<file path="src/hdl/arct_pkg.sv">
package arct_pkg;

  // ----------------------------------------------------------------
  // register offsets
  // ----------------------------------------------------------------
  localparam logic [7:0] OFS_CTRL     = 8'hc8;
  localparam logic [7:0] OFS_RLD_LO   = 8'hca;
  localparam logic [7:0] OFS_RLD_HI   = 8'hcb;
  localparam logic [7:0] OFS_CNT_LO   = 8'hcc;
  localparam logic [7:0] OFS_CNT_HI   = 8'hcd;

  // ----------------------------------------------------------------
  // timer_control field positions
  // ----------------------------------------------------------------
  localparam int BIT_HIGH_FLAG = 7;
  localparam int BIT_LOW_FLAG  = 6;
  localparam int BIT_LOW_IRQEN = 5;
  localparam int BIT_CAPT_EN   = 4;
  localparam int BIT_SPLIT     = 3;
  localparam int BIT_RUN       = 2;
  localparam int BIT_XCLK_HI   = 1;
  localparam int BIT_XCLK_LO   = 0;

  // ----------------------------------------------------------------
  // reset values
  // ----------------------------------------------------------------
  localparam logic [7:0]  RST_CTRL  = 8'h00;
  localparam logic [15:0] RST_COUNT = 16'h0000;
  localparam logic [15:0] RST_RLD   = 16'h0000;

  // ----------------------------------------------------------------
  // divider counts and select codes
  // ----------------------------------------------------------------
  localparam logic [3:0] SYS_DIV_LAST = 4'hb;
  localparam logic [2:0] RTC_DIV_LAST = 3'h7;
  localparam logic [1:0] XCLK_SYS12   = 2'h0;
  localparam logic [1:0] XCLK_RTC8    = 2'h1;
  localparam logic [1:0] XCLK_CMP     = 2'h3;

endpackage : arct_pkg

</file>
<file path="src/hdl/arct_tick_if.sv">
`timescale 1ns/1ps
interface arct_tick_if;
  logic sys12;
  logic rtc8;
  logic cmp_rise;
  modport src (output sys12, output rtc8, output cmp_rise);
  modport snk (input  sys12, input  rtc8, input  cmp_rise);
endinterface : arct_tick_if

</file>
<file path="src/hdl/arct_timer.sv">
`timescale 1ns/1ps
module arct_timer (
  input  wire logic       mclk,
  input  wire logic       rst,
  input  wire logic [7:0] sfr_addr,
  input  wire logic [7:0] sfr_wdata,
  input  wire logic       sfr_wr,
  input  wire logic       sfr_rd,
  input  wire logic       sfr_bit_wr,
  input  wire logic [2:0] sfr_bit_idx,
  input  wire logic       sfr_bit_val,
  output logic      [7:0] sfr_rdata,
  input  wire logic       timer_irq_enable,
  input  wire logic       high_half_clock_select,
  input  wire logic       low_half_clock_select,
  input  wire logic       rtc_clk,
  input  wire logic       cmp_out,
  output logic            irq_request
);

  logic [7:0]  ctrl_r,  ctrl_nxt;
  logic [15:0] cnt_r,   cnt_nxt;
  logic [15:0] rld_r,   rld_nxt;
  logic [7:0]  rdat_r,  rdat_nxt;
  logic        irq_r,   irq_nxt;
  logic [7:0]  ctrl_sw;
  logic        tick_lo, tick_hi, inc_lo, inc_hi, ovf_lo, ovf_hi, capt;
  logic        split, run, ctrl_hit;
  logic [1:0]  xclk;

  arct_tick_if tk ();

  arct_tick_gen u_tick (
    .mclk    (mclk),
    .rst     (rst),
    .rtc_clk (rtc_clk),
    .cmp_out (cmp_out),
    .tk      (tk)
  );

  // ----------------------------------------------------------------
  // tick source selection
  // ----------------------------------------------------------------
  // source decode, reserved code ticks only when sys_sel is set
  function automatic logic pick_tick(input logic sys_sel, input logic [1:0] code,
                                     input logic s12, input logic r8, input logic cr);
    logic t;
    t = 1'b0;
    if (sys_sel)
      t = 1'b1;
    else
      case (code)
        arct_pkg::XCLK_SYS12: t = s12;
        arct_pkg::XCLK_RTC8:  t = r8;
        arct_pkg::XCLK_CMP:   t = cr;
        default:              t = 1'b0;
      endcase
    return t;
  endfunction : pick_tick

  // ----------------------------------------------------------------
  // next state
  // ----------------------------------------------------------------
  always_comb
  begin
    xclk     = ctrl_r[arct_pkg::BIT_XCLK_HI:arct_pkg::BIT_XCLK_LO];
    split    = ctrl_r[arct_pkg::BIT_SPLIT];
    run      = ctrl_r[arct_pkg::BIT_RUN];
    tick_lo  = pick_tick(low_half_clock_select, xclk, tk.sys12, tk.rtc8, tk.cmp_rise);
    tick_hi  = pick_tick(high_half_clock_select, xclk, tk.sys12, tk.rtc8, tk.cmp_rise);
    // split low half free-running, high gated by run
    inc_lo   = split ? tick_lo : (tick_lo & run);
    inc_hi   = split ? (tick_hi & run) : (inc_lo & (cnt_r[7:0] == 8'hff));
    ovf_lo   = inc_lo & (cnt_r[7:0] == 8'hff);
    ovf_hi   = inc_hi & (cnt_r[15:8] == 8'hff);
    // event source by select bit 1
    capt     = ctrl_r[arct_pkg::BIT_CAPT_EN] &
               (xclk[1] ? tk.cmp_rise : tk.rtc8);

    // byte write or single-bit write to control
    ctrl_hit = (sfr_addr == arct_pkg::OFS_CTRL);
    ctrl_sw  = ctrl_r;
    if (sfr_wr && ctrl_hit)
      ctrl_sw = sfr_wdata;
    else if (sfr_bit_wr && ctrl_hit)
      ctrl_sw[sfr_bit_idx] = sfr_bit_val;
    ctrl_nxt = ctrl_sw;
    // hardware only sets flags; set beats clear
    if (ovf_hi || capt)
      ctrl_nxt[arct_pkg::BIT_HIGH_FLAG] = 1'b1;
    if (ovf_lo)
      ctrl_nxt[arct_pkg::BIT_LOW_FLAG] = 1'b1;

    // each half reloads from its own byte
    cnt_nxt = cnt_r;
    if (inc_lo)
      cnt_nxt[7:0] = ovf_lo ? (split ? rld_r[7:0] : 8'h00) : cnt_r[7:0] + 8'h01;
    if (inc_hi)
      cnt_nxt[15:8] = ovf_hi ? rld_r[15:8] : cnt_r[15:8] + 8'h01;
    if (!split && ovf_hi)
      cnt_nxt = rld_r;
    if (sfr_wr && sfr_addr == arct_pkg::OFS_CNT_LO)
      cnt_nxt[7:0] = sfr_wdata;
    if (sfr_wr && sfr_addr == arct_pkg::OFS_CNT_HI)
      cnt_nxt[15:8] = sfr_wdata;

    rld_nxt = rld_r;
    if (sfr_wr && sfr_addr == arct_pkg::OFS_RLD_LO)
      rld_nxt[7:0] = sfr_wdata;
    if (sfr_wr && sfr_addr == arct_pkg::OFS_RLD_HI)
      rld_nxt[15:8] = sfr_wdata;
    // capture copies count, overrides software write
    if (capt)
      rld_nxt = cnt_r;

    rdat_nxt = rdat_r;
    if (sfr_rd)
      case (sfr_addr)
        arct_pkg::OFS_CTRL:   rdat_nxt = ctrl_r;
        arct_pkg::OFS_RLD_LO: rdat_nxt = rld_r[7:0];
        arct_pkg::OFS_RLD_HI: rdat_nxt = rld_r[15:8];
        arct_pkg::OFS_CNT_LO: rdat_nxt = cnt_r[7:0];
        arct_pkg::OFS_CNT_HI: rdat_nxt = cnt_r[15:8];
        default:              rdat_nxt = 8'h00;
      endcase

    // low flag joins when low enable set
    irq_nxt = timer_irq_enable &
              (ctrl_r[arct_pkg::BIT_HIGH_FLAG] |
               (ctrl_r[arct_pkg::BIT_LOW_IRQEN] & ctrl_r[arct_pkg::BIT_LOW_FLAG]));
  end

  // ----------------------------------------------------------------
  // registers
  // ----------------------------------------------------------------
  always_ff @(posedge mclk)
  begin
    if (rst)
    begin
      ctrl_r <= arct_pkg::RST_CTRL;
      cnt_r  <= arct_pkg::RST_COUNT;
      rld_r  <= arct_pkg::RST_RLD;
      rdat_r <= 8'h00;
      irq_r  <= 1'b0;
    end
    else
    begin
      ctrl_r <= ctrl_nxt;
      cnt_r  <= cnt_nxt;
      rld_r  <= rld_nxt;
      rdat_r <= rdat_nxt;
      irq_r  <= irq_nxt;
    end
  end

  assign sfr_rdata   = rdat_r;
  assign irq_request = irq_r;

  // ----------------------------------------------------------------
  // checks
  // ----------------------------------------------------------------
  a_full_reload: assert property (@(posedge mclk) disable iff (rst)
    (!split && inc_lo && cnt_r == 16'hffff && !sfr_wr && !capt) |=>
      cnt_r == $past(rld_r) && ctrl_r[arct_pkg::BIT_HIGH_FLAG])
    else $error("16-bit rollover did not reload or flag");
  a_run_gates: assert property (@(posedge mclk) disable iff (rst)
    (!split && !run && !sfr_wr) |=> cnt_r == $past(cnt_r))
    else $error("16-bit count moved while stopped");
  a_split_low_free: assert property (@(posedge mclk) disable iff (rst)
    (split && !run && tick_lo && cnt_r[7:0] != 8'hff && !sfr_wr) |=>
      cnt_r[7:0] == $past(cnt_r[7:0]) + 8'h01 && cnt_r[15:8] == $past(cnt_r[15:8]))
    else $error("split low half not free running");
  a_split_low_rld: assert property (@(posedge mclk) disable iff (rst)
    (split && tick_lo && cnt_r[7:0] == 8'hff && !sfr_wr) |=>
      cnt_r[7:0] == $past(rld_r[7:0]) && ctrl_r[arct_pkg::BIT_LOW_FLAG])
    else $error("split low half did not reload");
  a_low_flag_any: assert property (@(posedge mclk) disable iff (rst)
    ovf_lo |=> ctrl_r[arct_pkg::BIT_LOW_FLAG])
    else $error("low rollover lost");
  a_flags_sticky: assert property (@(posedge mclk) disable iff (rst)
    (ctrl_r[arct_pkg::BIT_HIGH_FLAG] && !(sfr_wr || sfr_bit_wr)) |=>
      ctrl_r[arct_pkg::BIT_HIGH_FLAG])
    else $error("high flag cleared by hardware");
  a_capture_copy: assert property (@(posedge mclk) disable iff (rst)
    capt |=> rld_r == $past(cnt_r) && ctrl_r[arct_pkg::BIT_HIGH_FLAG])
    else $error("capture did not copy count");
  a_irq_follow: assert property (@(posedge mclk) disable iff (rst)
    (timer_irq_enable && ctrl_r[arct_pkg::BIT_LOW_IRQEN] &&
     ctrl_r[arct_pkg::BIT_LOW_FLAG]) |=> irq_request)
    else $error("low byte interrupt missing");
  a_irq_cause: assert property (@(posedge mclk) disable iff (rst)
    irq_request |-> $past(timer_irq_enable) &&
      ($past(ctrl_r[arct_pkg::BIT_HIGH_FLAG]) ||
       ($past(ctrl_r[arct_pkg::BIT_LOW_IRQEN]) && $past(ctrl_r[arct_pkg::BIT_LOW_FLAG]))))
    else $error("interrupt without flag");

endmodule : arct_timer

</file>
<file path="src/hdl/arct_tick_gen.sv">
`timescale 1ns/1ps
module arct_tick_gen (
  input  wire logic     mclk,
  input  wire logic     rst,
  input  wire logic     rtc_clk,
  input  wire logic     cmp_out,
  arct_tick_if.src      tk
);

  logic       rtc_s1_r, rtc_s2_r, rtc_s3_r;
  logic       cmp_s1_r, cmp_s2_r, cmp_s3_r;
  logic [3:0] pre_r,    pre_nxt;
  logic [2:0] rdiv_r,   rdiv_nxt;
  logic       sys12_r,  sys12_nxt;
  logic       rtc8_r,   rtc8_nxt;
  logic       cmp_r,    cmp_nxt;
  logic       rtc_rise;

  // ----------------------------------------------------------------
  // next values
  // ----------------------------------------------------------------
  always_comb
  begin
    rtc_rise  = rtc_s2_r & ~rtc_s3_r;
    pre_nxt   = (pre_r == arct_pkg::SYS_DIV_LAST) ? 4'h0 : pre_r + 4'h1;
    sys12_nxt = (pre_r == arct_pkg::SYS_DIV_LAST);
    rdiv_nxt  = rtc_rise ? rdiv_r + 3'h1 : rdiv_r;
    rtc8_nxt  = rtc_rise & (rdiv_r == arct_pkg::RTC_DIV_LAST);
    cmp_nxt   = cmp_s2_r & ~cmp_s3_r;
  end

  // ----------------------------------------------------------------
  // registers; s1 feeds only s2
  // ----------------------------------------------------------------
  // three-stage synchronisers; s2 and s3 also feed the edge detect
  always_ff @(posedge mclk)
  begin
    if (rst)
    begin
      rtc_s1_r <= 1'b0;
      rtc_s2_r <= 1'b0;
      rtc_s3_r <= 1'b0;
      cmp_s1_r <= 1'b0;
      cmp_s2_r <= 1'b0;
      cmp_s3_r <= 1'b0;
      pre_r    <= 4'h0;
      rdiv_r   <= 3'h0;
      sys12_r  <= 1'b0;
      rtc8_r   <= 1'b0;
      cmp_r    <= 1'b0;
    end
    else
    begin
      rtc_s1_r <= rtc_clk;
      rtc_s2_r <= rtc_s1_r;
      rtc_s3_r <= rtc_s2_r;
      cmp_s1_r <= cmp_out;
      cmp_s2_r <= cmp_s1_r;
      cmp_s3_r <= cmp_s2_r;
      pre_r    <= pre_nxt;
      rdiv_r   <= rdiv_nxt;
      sys12_r  <= sys12_nxt;
      rtc8_r   <= rtc8_nxt;
      cmp_r    <= cmp_nxt;
    end
  end

  assign tk.sys12    = sys12_r;
  assign tk.rtc8     = rtc8_r;
  assign tk.cmp_rise = cmp_r;

  a_cmp_sync_edge: assert property (@(posedge mclk) disable iff (rst)
    cmp_r |-> $past(cmp_s2_r) && !$past(cmp_s3_r))
    else $error("comparator tick without synchronised edge");

endmodule : arct_tick_gen

</file>
<file path="config.mk">
export PLATFORM = sky130hd
export DESIGN_NAME = arct_timer
export DESIGN_NICKNAME = d
export VERILOG_FILES = /design/src/hdl/arct_pkg.sv /design/src/hdl/arct_tick_if.sv /design/src/hdl/arct_timer.sv /design/src/hdl/arct_tick_gen.sv
export SDC_FILE = /design/constraint.sdc
export NUM_CORES = 1
export LEC_CHECK = 0
export BUFFER_PORTS_ARGS = -buffer_cell sky130_fd_sc_hd__buf_4
export CORE_MARGIN = 5
export CORE_UTILIZATION = 54
export DETAILED_ROUTE_END_ITERATION = 10
export PLACE_DENSITY = 0.82
export SETUP_SLACK_MARGIN = 0.4
export SYNTH_ARGS = -nofsm -noshare
export SYNTH_HDL_FRONTEND = slang
export SYNTH_SLANG_ARGS = --single-unit
</file>
<file path="constraint.sdc">
create_clock -name mclk -period 2.4 [get_ports mclk]
set_input_delay 0.12 -clock mclk [delete_from_list [all_inputs] [get_ports mclk]]
set_output_delay 0.12 -clock mclk [all_outputs]
set_load 0.02 [all_outputs]
</file>
==> impl.org <==
** Job
- Max cap viols :: 0

** GRT
- Total congestion overflow :: 0
- Total GRT Usage :: 25.4%
- The first global-routing pass estimated about 17000 um of wire.
- Entering global routing, the biggest net connects 38 pins.
- Antenna violations before repair :: 0
- Number of global-route vias before repair :: 3327

** Route
- Detailed-route wire length per cell :: 20.6 um
- Count of nets left with antenna violations after detail routing :: 0
- Before antenna repair, the detailed router went through 7 iterations.
- Detailed routing inserted a total of ~3.7k vias.
- Final routed DRC violation total :: 0
- Avg Vias per Cell :: ~6.8
- The detailed router finished its first iteration with 568 violations.
- Summed over all layers, the routed wires come to 11200 um.

** Pwr
- Summed over all cells, the static leakage comes to ~1.8 nW.
- Switching Fraction :: 24.0%
- Total power for the finished layout comes to 0.00224 W.
- Portion of total power attributed to combinational logic :: roughly 8.9%
- For this design the ratio of total power to cell area is 504 mW/mm2.
- Registers are responsible for 49.2% of the overall power.
- Switching component of the power :: between 0.0005 and 0.0006 W
- Of the total power, the clock network draws 41.9%.
- VDD IR-drop max :: 535 uV
- The internal portion of the total power is 0.00170 W.

** Yosys
- Fraction of synthesized cell area taken by the top area cell type :: 35.2%
- The cell area that synthesis handed to floorplanning was 0.00369 mm2.
- For this run, the leading register cell type out of synthesis is sky130_fd_sc_hd__dfxtp_1.
- Distinct cell type count of the synthesized netlist :: 61
- In the synthesized netlist, the number of instances is 426.
- After synthesis, the share of flip-flops with an asynchronous set or reset is 0%.
- Of all cell types, the one taking the most synthesized area is sky130_fd_sc_hd__dfxtp_1.
- Yosys printed 0 warnings.
- Number of flops mapped to enable cells by yosys :: 0
- Mapped Nets :: 461
- After synthesis the netlist holds a flip-flop and latch count of 65.
- Mean Syn Cell Area :: 8.67 um2
- Share of synthesized area occupied by flip-flops and latches :: 35.2%
- Most area-consuming cells after synthesis :: sky130_fd_sc_hd__dfxtp_1, sky130_fd_sc_hd__mux2i_1, sky130_fd_sc_hd__a211oi_1

** Layout
- Layout area overhead :: 20.6%
- Post-route cell area :: 0.00446 mm2
- Non-filler cells in the finished layout :: approximately 550
- Registers take around 0.0013 mm2.
- Counting the fill cells in the layout gives 528.
- In the final layout, the multi-input gates occupy 0.00232 mm2.
- The repair_antennas step left the layout with diodes totalling 0.
- Nets@finish :: a little under 500
- The post-route netlist has about a quarter of its cells at a drive strength greater than 1.

** Timing
- Max-slew violation count :: 0
- Setup TNS :: 0 ns
- Worst-case headroom to the max-slew limit :: 57.0%
- On the final layout, the worst clock skew is 0.00858 ns.
- The smallest clock period supported by the final layout is computed as roughly 2.1 ns.
- Derived from the worst setup path, the maximum achievable clock frequency is 0.481 GHz.
- Worst Hold Slack :: 0.0347 ns
- Final critical-path share of the clock period :: between 80% and 90%
- RSZ-0062 raised after global routing :: true
- Setup violations remaining at the end of the flow were counted as 0.
- The final count of hold timing violations is 0.
- For the pin with the worst max-slew slack, the measured transition is ~0.64 ns.

** Critical path
- The cell family contributing the most delay on the critical path is compound AO/OA/AOI/OAI gates.
- STA puts the critical path data arrival time at ~2.3 ns.
- Largest incremental delay on the critical path :: 0.48 ns
- Number of buffers and inverters on the critical path :: 1
- The slowest stage of the critical path is the sky130_fd_sc_hd__a2111oi_2 cell.
- The worst setup path is launched from a register.
- Worst setup EP type :: register
- Startpoint-to-endpoint class of the critical path :: register to register
- Critical-path cell list :: mux2_4 -> a211oi_4 -> buf_4 -> nor4b_4 -> a2111oi_2 -> nor4_1
- Critical path peak fanout :: 5
- CP required :: 2.62 ns

** Place
- Placed inst area :: about 0.0040 mm2
- Final weighted congestion of routability-driven global placement :: 0.974
- DPL Wire Length :: between 7000 and 8000 um
- Number of instances in the placed design :: ~520
- Input and output buffers added on the ports amount to 38.

** CTS
- Clock-pin slew was measured on the worst setup and hold paths at 0.07 ns.
- Clock latency of the later-clocked register in the worst-skew pair :: approximately 0.36 ns
- For this design, the sink count on the clock tree is 65.
- Number of buffers between clock root and the deepest sink :: 2
- Counting the buffers created by CTS gives 9.
- TritonCTS built the clock tree.
- The root buffer cell chosen for the clock tree is sky130_fd_sc_hd__clkbuf_8.
- The H-tree generated during clock tree synthesis spans 3 levels.

** Floorplan
- The floorplan has 30 rows.
- From left edge to right edge, the die measures 92.7 um.
- After floorplanning, the core was sized to cover 0.00672 mm2.
- Die outline height :: a little over 90 um
- IO Pins :: 39
- Initial standard-cell utilization of the core :: 55.0%
- The die covers around 0.0086 mm2.

** Hold path
- The tightest min-delay check is of the input port to register type.

** Outcome
- Outcome :: finished clean
==> through the flow <==
step / setup slack, ns / util [%]
floorplan: 0.432 / -
global placement: 0.244 / 59.5
detailed placement: 0.133 / 59.5
CTS: 0.405 / 64.5
global route: 0.275 / 66.3
finish: 0.323 / 66.3
==> state kept, by name, summed over array words and instances, names as in the netlist, 3 cells and up <==
name           flops
cnt_r             16
u_tick.rdiv_r      3
sfr_rdata          8
ctrl_r             8
u_tick.pre_r       4
rld_r             16
==> path summary, 6_finish.rpt <==
kind	startpoint	endpoint	slack, ns	cells past startpoint
max	ctrl_r[1]	cnt_r[2]	0.32	6
min	timer_irq_enable	irq_request	0.03	2
max reg2reg	ctrl_r[1]	cnt_r[2]	0.32	6
min reg2reg	u_tick.cmp_s3_r	u_tick.tk.cmp_rise	0.40	1
==> worst reg2reg max path, stage by stage, from the launching register on <==
cell                        delay (ns)
sky130_fd_sc_hd__dfxtp_4          0.37
sky130_fd_sc_hd__mux2_4           0.33
sky130_fd_sc_hd__a211oi_4         0.39
sky130_fd_sc_hd__buf_4            0.19
sky130_fd_sc_hd__nor4b_4          0.06
sky130_fd_sc_hd__a2111oi_2        0.48
sky130_fd_sc_hd__nor4_1           0.12
==> power by group through the flow <==
| stage | Clock (W) | Sequential, W | Combinational (W) |
|---|---|---|---|
| 2_1_floorplan | 0 | 0.00114 | 0.0000898 |
| 4_1_cts | 0.000950 | 0.00110 | 0.000192 |
| 3_5_place_dp | 0 | 0.00113 | 0.000183 |
| 5_1_grt | 0.000996 | 0.00111 | 0.000210 |
| 3_3_place_gp | 0 | 0.00113 | 0.000180 |
| 6_report | 0.000940 | 0.00110 | 0.000199 |
==> cell usage after synthesis (3+ instances only) <==
cell	n
sky130_fd_sc_hd__o21ai_0	9
sky130_fd_sc_hd__a222oi_1	7
sky130_fd_sc_hd__nand3_1	13
sky130_fd_sc_hd__buf_2	11
sky130_fd_sc_hd__a2bb2oi_1	7
sky130_fd_sc_hd__ha_1	5
sky130_fd_sc_hd__nand4_1	7
sky130_fd_sc_hd__a32o_1	8
sky130_fd_sc_hd__nand2b_1	3
sky130_fd_sc_hd__nand2_1	25
sky130_fd_sc_hd__a2111oi_2	3
sky130_fd_sc_hd__clkbuf_1	20
sky130_fd_sc_hd__nor3_1	8
sky130_fd_sc_hd__and2_1	3
sky130_fd_sc_hd__o31ai_1	4
sky130_fd_sc_hd__clkbuf_2	3
sky130_fd_sc_hd__nor4_1	5
sky130_fd_sc_hd__mux2i_1	28
sky130_fd_sc_hd__nor2_1	56
sky130_fd_sc_hd__xnor2_1	4
sky130_fd_sc_hd__and3_1	12
sky130_fd_sc_hd__a2111oi_0	3
sky130_fd_sc_hd__dfxtp_1	65
sky130_fd_sc_hd__nor2b_1	11
sky130_fd_sc_hd__a21oi_1	12
sky130_fd_sc_hd__a211oi_1	35
sky130_fd_sc_hd__nor3b_1	4
sky130_fd_sc_hd__inv_1	4
sky130_fd_sc_hd__nand3b_1	4
==> layout by cell type (no fill, tap or decap), types with 4 or more instances in the layout <==
cell type and count:
sky130_fd_sc_hd__a2111oi_2 4, sky130_fd_sc_hd__dfxtp_2 6, sky130_fd_sc_hd__ha_1 4, sky130_fd_sc_hd__mux2i_1 28, sky130_fd_sc_hd__nand2_1 25, sky130_fd_sc_hd__a32o_1 8, sky130_fd_sc_hd__dfxtp_1 56, sky130_fd_sc_hd__o21ai_0 8
sky130_fd_sc_hd__nor2b_1 11, sky130_fd_sc_hd__inv_1 4, sky130_fd_sc_hd__a211oi_1 34, sky130_fd_sc_hd__a21oi_1 12, sky130_fd_sc_hd__o31ai_1 4, sky130_fd_sc_hd__nor3_1 7, sky130_fd_sc_hd__nor4_1 4, sky130_fd_sc_hd__and3_1 10
sky130_fd_sc_hd__buf_4 57, sky130_fd_sc_hd__a222oi_1 7, sky130_fd_sc_hd__nor2_1 56, sky130_fd_sc_hd__a2bb2oi_1 7, sky130_fd_sc_hd__nand4_1 7, sky130_fd_sc_hd__nand3b_1 4, sky130_fd_sc_hd__xnor2_1 4, sky130_fd_sc_hd__clkbuf_8 11
sky130_fd_sc_hd__nand3_1 12
==> kinds of logic after synthesis <==
group           after synthesis  synth area share, %
mux                          31                 8.60
fa+ha+maj                     5                 1.69
xor+xnor                      6                 1.42
flops                        65                 35.2
simple gates                165                 23.0
compound gates              112                 24.9
buf+inv                      42                 5.15
==> what timing repair did <==
item	in CTS	in global routing
endpoints found under the hold margin	3	0
endpoints found under the setup margin	13	14
resized for setup	14	23
pin swaps	7	9
setup buffers	7	4
hold buffers	3	0
==> routing by layer <==
metal	vias to the layer above	share of wire, %	wire, um	track usage [%]
met4	0	4.5	502	12.0
met5	-	0	0	0
li1	1691	-	-	-
met1	1730	41	4550	33.1
met2	227	46	5210	39.3
met3	51	8.6	970	6.17
==> cell type report <==
cell class	instances	area share (%)
clock buffers	12	3.48
inverters	4	0.337
repair buffers	63	11.2
flip-flops and latches	65	29.6
clock inverters	3	0.899
well taps	80	2.25
multi-input cells	319	52.2
Power figures use the tool's default switching activity.
